**config.mk**
```make
export PLATFORM = sky130hd
export DESIGN_NAME = sph_handshake
export DESIGN_NICKNAME = d
export VERILOG_FILES = /design/src/sph_pkg.sv /design/src/sph_handshake.sv
export SDC_FILE = /design/constraint.sdc
export NUM_CORES = 1
export LEC_CHECK = 0
export BUFFER_PORTS_ARGS = -buffer_cell sky130_fd_sc_hd__buf_2
export CORE_ASPECT_RATIO = 1.75
export CORE_MARGIN = 3
export CORE_UTILIZATION = 55
export DETAILED_ROUTE_END_ITERATION = 16
export MAX_ROUTING_LAYER = met4
export PLACE_DENSITY_LB_ADDON = 0.05
export SLEW_MARGIN = 10
export SYNTH_ARGS = -nofsm -noshare
export SYNTH_HDL_FRONTEND = slang
export SYNTH_SLANG_ARGS = --single-unit
```
**constraint.sdc**
```tcl
create_clock -name clock -period 8.5 [get_ports clock]
set_input_delay 1.7 -clock clock [delete_from_list [all_inputs] [get_ports clock]]
set_output_delay 1.7 -clock clock [all_outputs]
set_load 0.02 [all_outputs]
```
**src/sph_pkg.sv**
```systemverilog
// Purpose: Shared constants and types for the process-image handshake block.
// Assumes: One 100 MHz clock; the process-data cycle arrives as a strobe.
// Notes:   Bit positions of the status and command words live here.
`default_nettype none
package sph_pkg;
   localparam int CLK_MHZ     = 100;
   localparam int BYTE_W      = 8;
   localparam int MAX_LARGE   = 22;
   localparam int MAX_MEDIUM  = 6;
   localparam int MAX_SMALL   = 4;
   localparam int FIFO_DEPTH  = 16;
   localparam int IDX_W       = 5;
   // Status word bit positions.
   localparam int SW_TA       = 0;
   localparam int SW_RR       = 1;
   localparam int SW_IA       = 2;
   localparam int SW_FULL     = 3;
   localparam int SW_PAR      = 4;
   localparam int SW_FRM      = 5;
   localparam int SW_OVR      = 6;
   localparam int SW_ILS_LO   = 4;
   localparam int SW_IL_LO    = 8;
   // Command word bit positions.
   localparam int CW_TR       = 0;
   localparam int CW_RA       = 1;
   localparam int CW_IR       = 2;
   localparam int CW_OLS_LO   = 4;
   localparam int CW_OL_LO    = 8;
   localparam logic [15:0] SW_RESET = 16'h0000;

   typedef enum logic [1:0] {
      SPH_IMG_SMALL  = 2'b00,
      SPH_IMG_MEDIUM = 2'b01,
      SPH_IMG_LARGE  = 2'b10
   } sph_image_t;

   typedef enum logic [1:0] {
      SPH_ST_IDLE  = 2'b00,
      SPH_ST_LOAD  = 2'b01,
      SPH_ST_DRAIN = 2'b10
   } sph_state_t;

   typedef struct packed {
      logic [BYTE_W-1:0] data;
      logic              parity_err;
      logic              framing_err;
   } sph_rx_char_t;

   // Largest byte count that one batch may carry in the given image.
   function automatic logic [IDX_W-1:0] sph_max_bytes(input sph_image_t img);
      case (img)
         SPH_IMG_LARGE:  sph_max_bytes = IDX_W'(MAX_LARGE);
         SPH_IMG_MEDIUM: sph_max_bytes = IDX_W'(MAX_MEDIUM);
         default:        sph_max_bytes = IDX_W'(MAX_SMALL);
      endcase
   endfunction
endpackage
`default_nettype wire

```
**src/sph_handshake.sv**
```systemverilog
// Purpose: Status-word side of the process-data handshake of a serial terminal.
// Assumes: Receiver and transmitter logic run on the same clock as this block.
// Notes:   Handshake bits are compared only on the process-data cycle strobe.
`default_nettype none

////////////////////////////////////////////////////////////////////////////////
// Flip-flop FIFO with valid and ready on both sides.
module sph_fifo #(
   parameter int W     = 8,
   parameter int DEPTH = 16
) (
   // Clock, reset and flush.
   input  wire logic         clock,
   input  wire logic         rst,
   input  wire logic         flush,
   // Fill side.
   input  wire logic         in_valid,
   input  wire logic [W-1:0] in_data,
   output logic              in_ready,
   // Drain side.
   output logic              out_valid,
   output logic [W-1:0]      out_data,
   input  wire logic         out_ready
);
   // One spare pointer bit tells full from empty without a separate count.
   localparam int AW = $clog2(DEPTH);
   logic [W-1:0] mem_q [DEPTH];
   logic [AW:0]  wr_q, wr_d, rd_q, rd_d;
   logic         push, pop;

   always_comb begin
      in_ready  = (wr_q - rd_q) != (AW+1)'(DEPTH);
      out_valid = wr_q != rd_q;
      out_data  = mem_q[rd_q[AW-1:0]];
      push      = in_valid && in_ready;
      pop       = out_valid && out_ready;
      wr_d      = flush ? '0 : wr_q + (AW+1)'(push);
      rd_d      = flush ? '0 : rd_q + (AW+1)'(pop);
   end

   always_ff @(posedge clock) begin
      if (rst) begin
         wr_q <= '0;
         rd_q <= '0;
      end else begin
         wr_q <= wr_d;
         rd_q <= rd_d;
      end
      if (push) begin
         mem_q[wr_q[AW-1:0]] <= in_data;
      end
   end
endmodule

////////////////////////////////////////////////////////////////////////////////
// Handshake engine between the controller's command word and the FIFOs.
module sph_handshake #(
   parameter int MAX_BYTES = sph_pkg::MAX_LARGE,
   parameter int DEPTH     = sph_pkg::FIFO_DEPTH
) (
   // Clock and reset.
   input  wire logic                                     clock,
   input  wire logic                                     rst,
   // Process image from the controller.
   input  wire logic                                     pd_cycle,
   input  wire sph_pkg::sph_image_t                      image_mode,
   input  wire logic [15:0]                              controller_command_word,
   input  wire logic [MAX_BYTES-1:0][sph_pkg::BYTE_W-1:0] host_output_bytes,
   // Process image to the controller.
   output logic [15:0]                                   terminal_status_word,
   output logic [MAX_BYTES-1:0][sph_pkg::BYTE_W-1:0]     host_input_bytes,
   // Serial receiver characters.
   input  wire logic                                     rx_valid,
   input  wire sph_pkg::sph_rx_char_t                    rx_char,
   // Serial transmitter characters.
   output logic                                          tx_valid,
   output logic [sph_pkg::BYTE_W-1:0]                    tx_data,
   input  wire logic                                     tx_ready,
   // Line control.
   output logic                                          line_block,
   output logic                                          line_reload
);
   import sph_pkg::*;

   sph_state_t               state_q, state_d;
   logic [IDX_W-1:0]         idx_q, idx_d, len_q, len_d, il_q, il_d;
   logic                     init_q, init_d, ia_q, ia_d;
   logic                     ta_q, ta_d, rr_q, rr_d;
   logic                     par_q, par_d, frm_q, frm_d, ovr_q, ovr_d;
   logic                     reload_q, reload_d;
   logic [15:0]              sw_q, sw_d;
   logic [MAX_BYTES-1:0][BYTE_W-1:0] in_buf_q, in_buf_d;
   logic [IDX_W-1:0]         max_len, req_len;
   logic                     rx_push, rx_in_ready, rx_out_valid, rx_out_ready;
   logic [BYTE_W-1:0]        rx_out_data;
   logic                     tx_in_valid, tx_in_ready, tx_out_valid;
   logic                     batch_done;

   // Bad characters never reach the FIFO, so the controller sees only clean data.
   assign rx_push = rx_valid && !rx_char.parity_err && !rx_char.framing_err && !init_q;

   sph_fifo #(.W(BYTE_W), .DEPTH(DEPTH)) u_rx_fifo (
      .clock     (clock),
      .rst       (rst),
      .flush     (init_q),
      .in_valid  (rx_push),
      .in_data   (rx_char.data),
      .in_ready  (rx_in_ready),
      .out_valid (rx_out_valid),
      .out_data  (rx_out_data),
      .out_ready (rx_out_ready)
   );

   // The transmitter is held off during init so a half-flushed FIFO is never sent.
   sph_fifo #(.W(BYTE_W), .DEPTH(DEPTH)) u_tx_fifo (
      .clock     (clock),
      .rst       (rst),
      .flush     (init_q),
      .in_valid  (tx_in_valid),
      .in_data   (host_output_bytes[idx_q]),
      .in_ready  (tx_in_ready),
      .out_valid (tx_out_valid),
      .out_data  (tx_data),
      .out_ready (tx_ready && !init_q)
   );
   assign tx_valid = tx_out_valid && !init_q;

   ////////////////////////////////////////////////////////////////////////////
   always_comb begin
      state_d  = state_q;
      idx_d    = idx_q;
      len_d    = len_q;
      il_d     = il_q;
      init_d   = init_q;
      ia_d     = ia_q;
      ta_d     = ta_q;
      rr_d     = rr_q;
      in_buf_d = in_buf_q;
      reload_d = 1'b0;
      batch_done   = 1'b0;
      tx_in_valid  = 1'b0;
      rx_out_ready = 1'b0;
      max_len  = sph_max_bytes(image_mode);
      if (image_mode == SPH_IMG_LARGE) begin
         // A count above the image limit is clamped rather than wrapped into a small one.
         if (controller_command_word[CW_OL_LO +: BYTE_W] > BYTE_W'(max_len)) begin
            req_len = max_len;
         end else begin
            req_len = controller_command_word[CW_OL_LO +: IDX_W];
         end
      end else begin
         req_len = IDX_W'(controller_command_word[CW_OLS_LO +: 3]);
      end
      if (req_len > max_len) begin
         req_len = max_len;
      end
      if (pd_cycle && controller_command_word[CW_IR]) begin
         if (!init_q) begin
            reload_d = 1'b1;
         end
         init_d  = 1'b1;
         state_d = SPH_ST_IDLE;
      end else if (pd_cycle && init_q) begin
         // Adopt the controller's toggles so no stale transfer is seen afterwards.
         init_d = 1'b0;
         ia_d   = 1'b0;
         ta_d   = controller_command_word[CW_TR];
         rr_d   = controller_command_word[CW_RA];
      end else begin
         case (state_q)
            SPH_ST_IDLE: begin
               if (pd_cycle && (controller_command_word[CW_TR] != ta_q)) begin
                  idx_d = '0;
                  len_d = req_len;
                  if (req_len == '0) begin
                     ta_d = ~ta_q;
                  end else begin
                     state_d = SPH_ST_LOAD;
                  end
               end else if (pd_cycle && (controller_command_word[CW_RA] == rr_q)
                            && rx_out_valid) begin
                  idx_d   = '0;
                  state_d = SPH_ST_DRAIN;
               end
            end
            SPH_ST_LOAD: begin
               // A full transmit FIFO stalls loading, and so the acknowledge.
               tx_in_valid = 1'b1;
               if (tx_in_ready) begin
                  idx_d = idx_q + IDX_W'(1);
                  if (idx_d == len_q) begin
                     ta_d    = ~ta_q;
                     state_d = SPH_ST_IDLE;
                  end
               end
            end
            SPH_ST_DRAIN: begin
               // The batch ends when the FIFO runs dry or the image limit is reached.
               if (rx_out_valid && (idx_q < max_len)) begin
                  rx_out_ready     = 1'b1;
                  in_buf_d[idx_q]  = rx_out_data;
                  idx_d            = idx_q + IDX_W'(1);
               end else begin
                  il_d       = idx_q;
                  rr_d       = ~rr_q;
                  batch_done = 1'b1;
                  state_d    = SPH_ST_IDLE;
               end
            end
            default: begin
               state_d = SPH_ST_IDLE;
            end
         endcase
      end
      // Flush takes one cycle; the flag follows once the pointers are clear.
      if (init_q && init_d) begin
         ia_d = 1'b1;
      end
   end

   ////////////////////////////////////////////////////////////////////////////
   // Error flags: an event in the clearing cycle survives the clear.
   // Reception is off while the line is blocked, so errors seen then are not reported.
   always_comb begin
      par_d = (par_q && !batch_done && !init_q) || (rx_valid && rx_char.parity_err && !init_q);
      frm_d = (frm_q && !batch_done && !init_q) || (rx_valid && rx_char.framing_err && !init_q);
      ovr_d = (ovr_q && !batch_done && !init_q) || (rx_push && !rx_in_ready);
      sw_d  = SW_RESET;
      sw_d[SW_TA]   = ta_q;
      sw_d[SW_RR]   = rr_q;
      sw_d[SW_IA]   = ia_q;
      sw_d[SW_FULL] = !rx_in_ready;
      if (image_mode == SPH_IMG_LARGE) begin
         sw_d[SW_PAR] = par_q;
         sw_d[SW_FRM] = frm_q;
         sw_d[SW_OVR] = ovr_q;
         sw_d[SW_IL_LO +: 8] = 8'(il_q);
      end else begin
         sw_d[SW_ILS_LO +: 3] = il_q[2:0];
      end
   end

   always_ff @(posedge clock) begin
      if (rst) begin
         state_q  <= SPH_ST_IDLE;
         idx_q    <= '0;
         len_q    <= '0;
         il_q     <= '0;
         init_q   <= 1'b0;
         ia_q     <= 1'b0;
         ta_q     <= 1'b0;
         rr_q     <= 1'b0;
         par_q    <= 1'b0;
         frm_q    <= 1'b0;
         ovr_q    <= 1'b0;
         reload_q <= 1'b0;
         sw_q     <= SW_RESET;
         in_buf_q <= '0;
      end else begin
         state_q  <= state_d;
         idx_q    <= idx_d;
         len_q    <= len_d;
         il_q     <= il_d;
         init_q   <= init_d;
         ia_q     <= ia_d;
         ta_q     <= ta_d;
         rr_q     <= rr_d;
         par_q    <= par_d;
         frm_q    <= frm_d;
         ovr_q    <= ovr_d;
         reload_q <= reload_d;
         sw_q     <= sw_d;
         in_buf_q <= in_buf_d;
      end
   end

   assign terminal_status_word = sw_q;
   assign host_input_bytes     = in_buf_q;
   assign line_block           = init_q;
   assign line_reload          = reload_q;
endmodule
`default_nettype wire

```
==> impl_metrics.yaml <==
power_and_ir_drop:
  p_leak_nw: 9.18
  power_density_mw_per_mm2: 207
  vdd_drop_max_v: 0.000179
  design_power_total_w: 0.00503
route:
  via_per_inst: 6.02
  drt-total-wl_um: 62300
  dr.pass1.iters: 5
  vias: 15000
  drtIter0Drc: 1277
  wl_per_cell_um: 25.0
  drc: 0
  ant_nets: 0
global_routing:
  grt_pass1_wl_um: 92900
  grt_usage_pct: 31.4
  grt_max_degree: 117
  overflow: 0
  grt_pass1_vias: 15000
  antenna_found_initial: 3
setup_path:
  slowest_delay_ns: 0.48
  crit_cells: 15
  critPathKind: "in -> reg"
  cpLargestDelayFamily: "adder cells"
  setup.worst_path.start: "image_mode[0]"
  crit_slowest_cell: "a2111o_1"
  cp-start-kind: "input pin"
  arrival_ns: 5.17
  reg2reg_slack_ns: 4.67
  cp_num_buf_inv: 3
  reg2reg_from: "u_rx_fifo.rd_q[0]"
  crit_top_cell: "ha_1"
  cp-end-kind: "flop"
  timing.rr.end: "host_input_bytes[168]"
  crit_path_max_fanout: 11
  cp_cell_sequence: "buf_2, inv_1, ha_1, inv_2, ha_1, a2111o_1, nor3_1, nor2_1, ha_1, nand3_1, nor3_1, a311oi_4, a31oi_1, mux2_4, o31ai_4"
  cp-endpoint: "len_q[1]"
  required_ns: 8.97
  rr_worst_depth: 10
yosys:
  yosysTopAreaCell: "edfxtp_1"
  ys_seq_area_share_pct: 59.8
  syn_inst: 1635
  synth-seq-cells: 489
  synth_common_cells: "256 x edfxtp_1, 233 x dfxtp_1, 177 x nand2_1"
  syn-cell-area_sq_mm: 0.0207
  synth_xor_area_share_pct: 1.02
  synthMuxAreaShare_pct: 15.9
  synth_flop_cell: "edfxtp_1"
  synthAdderAreaFrac_pct: 1.82
  synth_top_family_by_area: "multiplexers"
  netlist.area_leader.share_pct: 37.2
  synth_warnings: 0
  synthSimpleGateAreaFrac_pct: 12.1
  ys_async_sr_fraction_pct: 0
  synth_area_leaders: "edfxtp_1 37%, dfxtp_1 23%, mux4_2 13%"
  synth_compound_gate_area_share_pct: 6.38
  synth_edf_count: 256
  synth.most_common_cell: "edfxtp_1"
  syn_area_per_cell_sq_um: 12.6
  ys_types: 64
flow_run:
  drv_cap: 0
timing:
  setup_viol: 0
  drv_slew: 0
  fin_setup_tns_ns: 0
  hold_violations: 0
  min_period_over_period_pct: 55.3
  slew-limit-headroom_pct: 18.0
  fin_worst_skew_ns: 0.0187
  rsz0062_at_grt: "false"
  fin_crit_ns: 4.70
  max_freq_mhz: 213
  tightest_slew_ns: 1.23
  hold_ws_ns: 0.452
die:
  die_area_sq_mm: 0.0400
  die_w_um: 152
  rows: 93
  dieHeight_um: 262
  initial_utilization_pct: 56.0
  core_sq_mm: 0.0369
  ioPinCount: 412
clocking:
  clock-sinks: 489
  cts_tree: "done"
  clk_path_buf_depth: 3
  post-cts-setup-buffers: 0
  cts_hold_buf: 0
  ctsResizeCount: 0
  cts_root_buf: "clkbuf_16"
  clkTransAtPathRegs_ns: 0.07
  clk_latency_ns: 0.55
  h-tree-depth: 2
  cts_buffers: 42
min_path:
  min_path_type: "reg -> reg"
  hold_start: "host_input_bytes[20]"
placed_design:
  place_area_sq_mm: 0.0230
  hpwlAfterDp_um: 44200
  io_buffers: 405
  place.gp.congestion: 0.957
layout:
  fillCellCount: 2854
  syn_to_final_growth_pct: 17.7
  drive_gt1_share_pct: 31.5
  fin_area_sq_mm: 0.0243
  final_nets: 2223
outcome:
  status: "finished clean"
[flip-flops by register name (all words and copies together) (netlist names)]
signal and cells:
frm_q 1, host_input_bytes 176, ia_q 1, idx_q 5, il_q 5, len_q 5, line_block 1, line_reload 1
ovr_q 1, par_q 1, rr_q 1, state_q 2, ta_q 1, terminal_status_word 12, u_rx_fifo.mem_q 128, u_rx_fifo.rd_q 5
u_rx_fifo.wr_q 5, u_tx_fifo.mem_q 128, u_tx_fifo.rd_q 5, u_tx_fifo.wr_q 5
[per-stage QoR]
stage | util, % | std cells | setup slack (ns)
2_1_floorplan | - | 1638 | 3.77
3_3_place_gp | 62.3 | 2415 | 3.26
3_5_place_dp | 62.3 | 2415 | 3.25
4_1_cts | 65.9 | 2490 | 3.82
5_1_grt | 65.9 | 2493 | 3.57
6_report | 65.9 | 2493 | 3.80
[placed cells by master, fill, tap and decap left out, types with 5 or more instances in the layout]
cell       instances
buf_2            404
edfxtp_1         256
dfxtp_1          228
nand2_1          177
nand3_1          169
a21oi_1          162
mux4_2           120
nor2_1           110
mux2i_1           56
clkbuf_16         43
ha_1              30
inv_1             22
a22oi_1           20
and2_1            19
buf_4             19
nor3_1            14
xor2_1            12
xnor2_1           12
clkbuf_1          12
o21ai_0           10
nor3_2             9
nand3b_1           8
nor2b_1            7
nand2b_1           5
[report_power, final]
| group | internal (W) | switching (W) | leakage [nW] | total (W) |
|---|---|---|---|---|
| combinational | 0.000248 | 0.000344 | 4.36 | 0.000592 |
| clock | 0.00103 | 0.000837 | 0.638 | 0.00187 |
| sequential | 0.00254 | 0.0000257 | 4.18 | 0.00257 |
[area by class of cell]
cell class,count,area [sq um],share of cell area (%)
sequential,489,12400,50.9
multi-input combinational,1003,7760,31.9
timing repair buffer,424,2180,8.95
clock buffer,59,1180,4.84
tap,475,594,2.45
clock inverter,16,136,0.561
inverter,24,90.1,0.371
antenna,3,7.51,0.0309
[cell families after synthesis]
group                    count (synthesis)
AO/OA/AOI/OAI                          224
AND/OR/NAND/NOR                        543
XOR/XNOR                                24
buffers and inverters                  146
multiplexers                           178
flip-flops                             489
adder cells (fa/ha/maj)                 30
other                                    1
[worst reg2reg max path: stages, from the launching register on]
cell and delay (ns):
dfxtp_2 0.31, buf_4 0.53, ha_1 0.40, nand4_1 0.18, o221ai_1 0.24, nor2_1 0.29
and2_1 0.46, buf_4 0.44, nand3_1 0.47, mux2i_1 0.29, nor2_1 0.06
[metal layers]
layer | routed length, um | vias to the layer above | share of wire (%) | track usage (%)
met5 | 0 | - | 0 | -
met3 | 4320 | 200 | 6.9 | 5.31
met2 | 33000 | 730 | 53 | 55.0
met4 | 4460 | 0 | 7.2 | 18.2
met1 | 20600 | 7351 | 33 | 33.2
li1 | - | 6738 | - | -
[worst min-delay path by stage]
stage | end | cells past startpoint
2_1_floorplan | terminal_status_word[11] | 1
3_3_place_gp | host_input_bytes[71] | 2
3_5_place_dp | host_input_bytes[20] | 2
4_1_cts | host_input_bytes[20] | 2
5_1_grt | host_input_bytes[20] | 2
6_report | host_input_bytes[20] | 2
No activity file was read; power rests on OpenSTA's default activity.
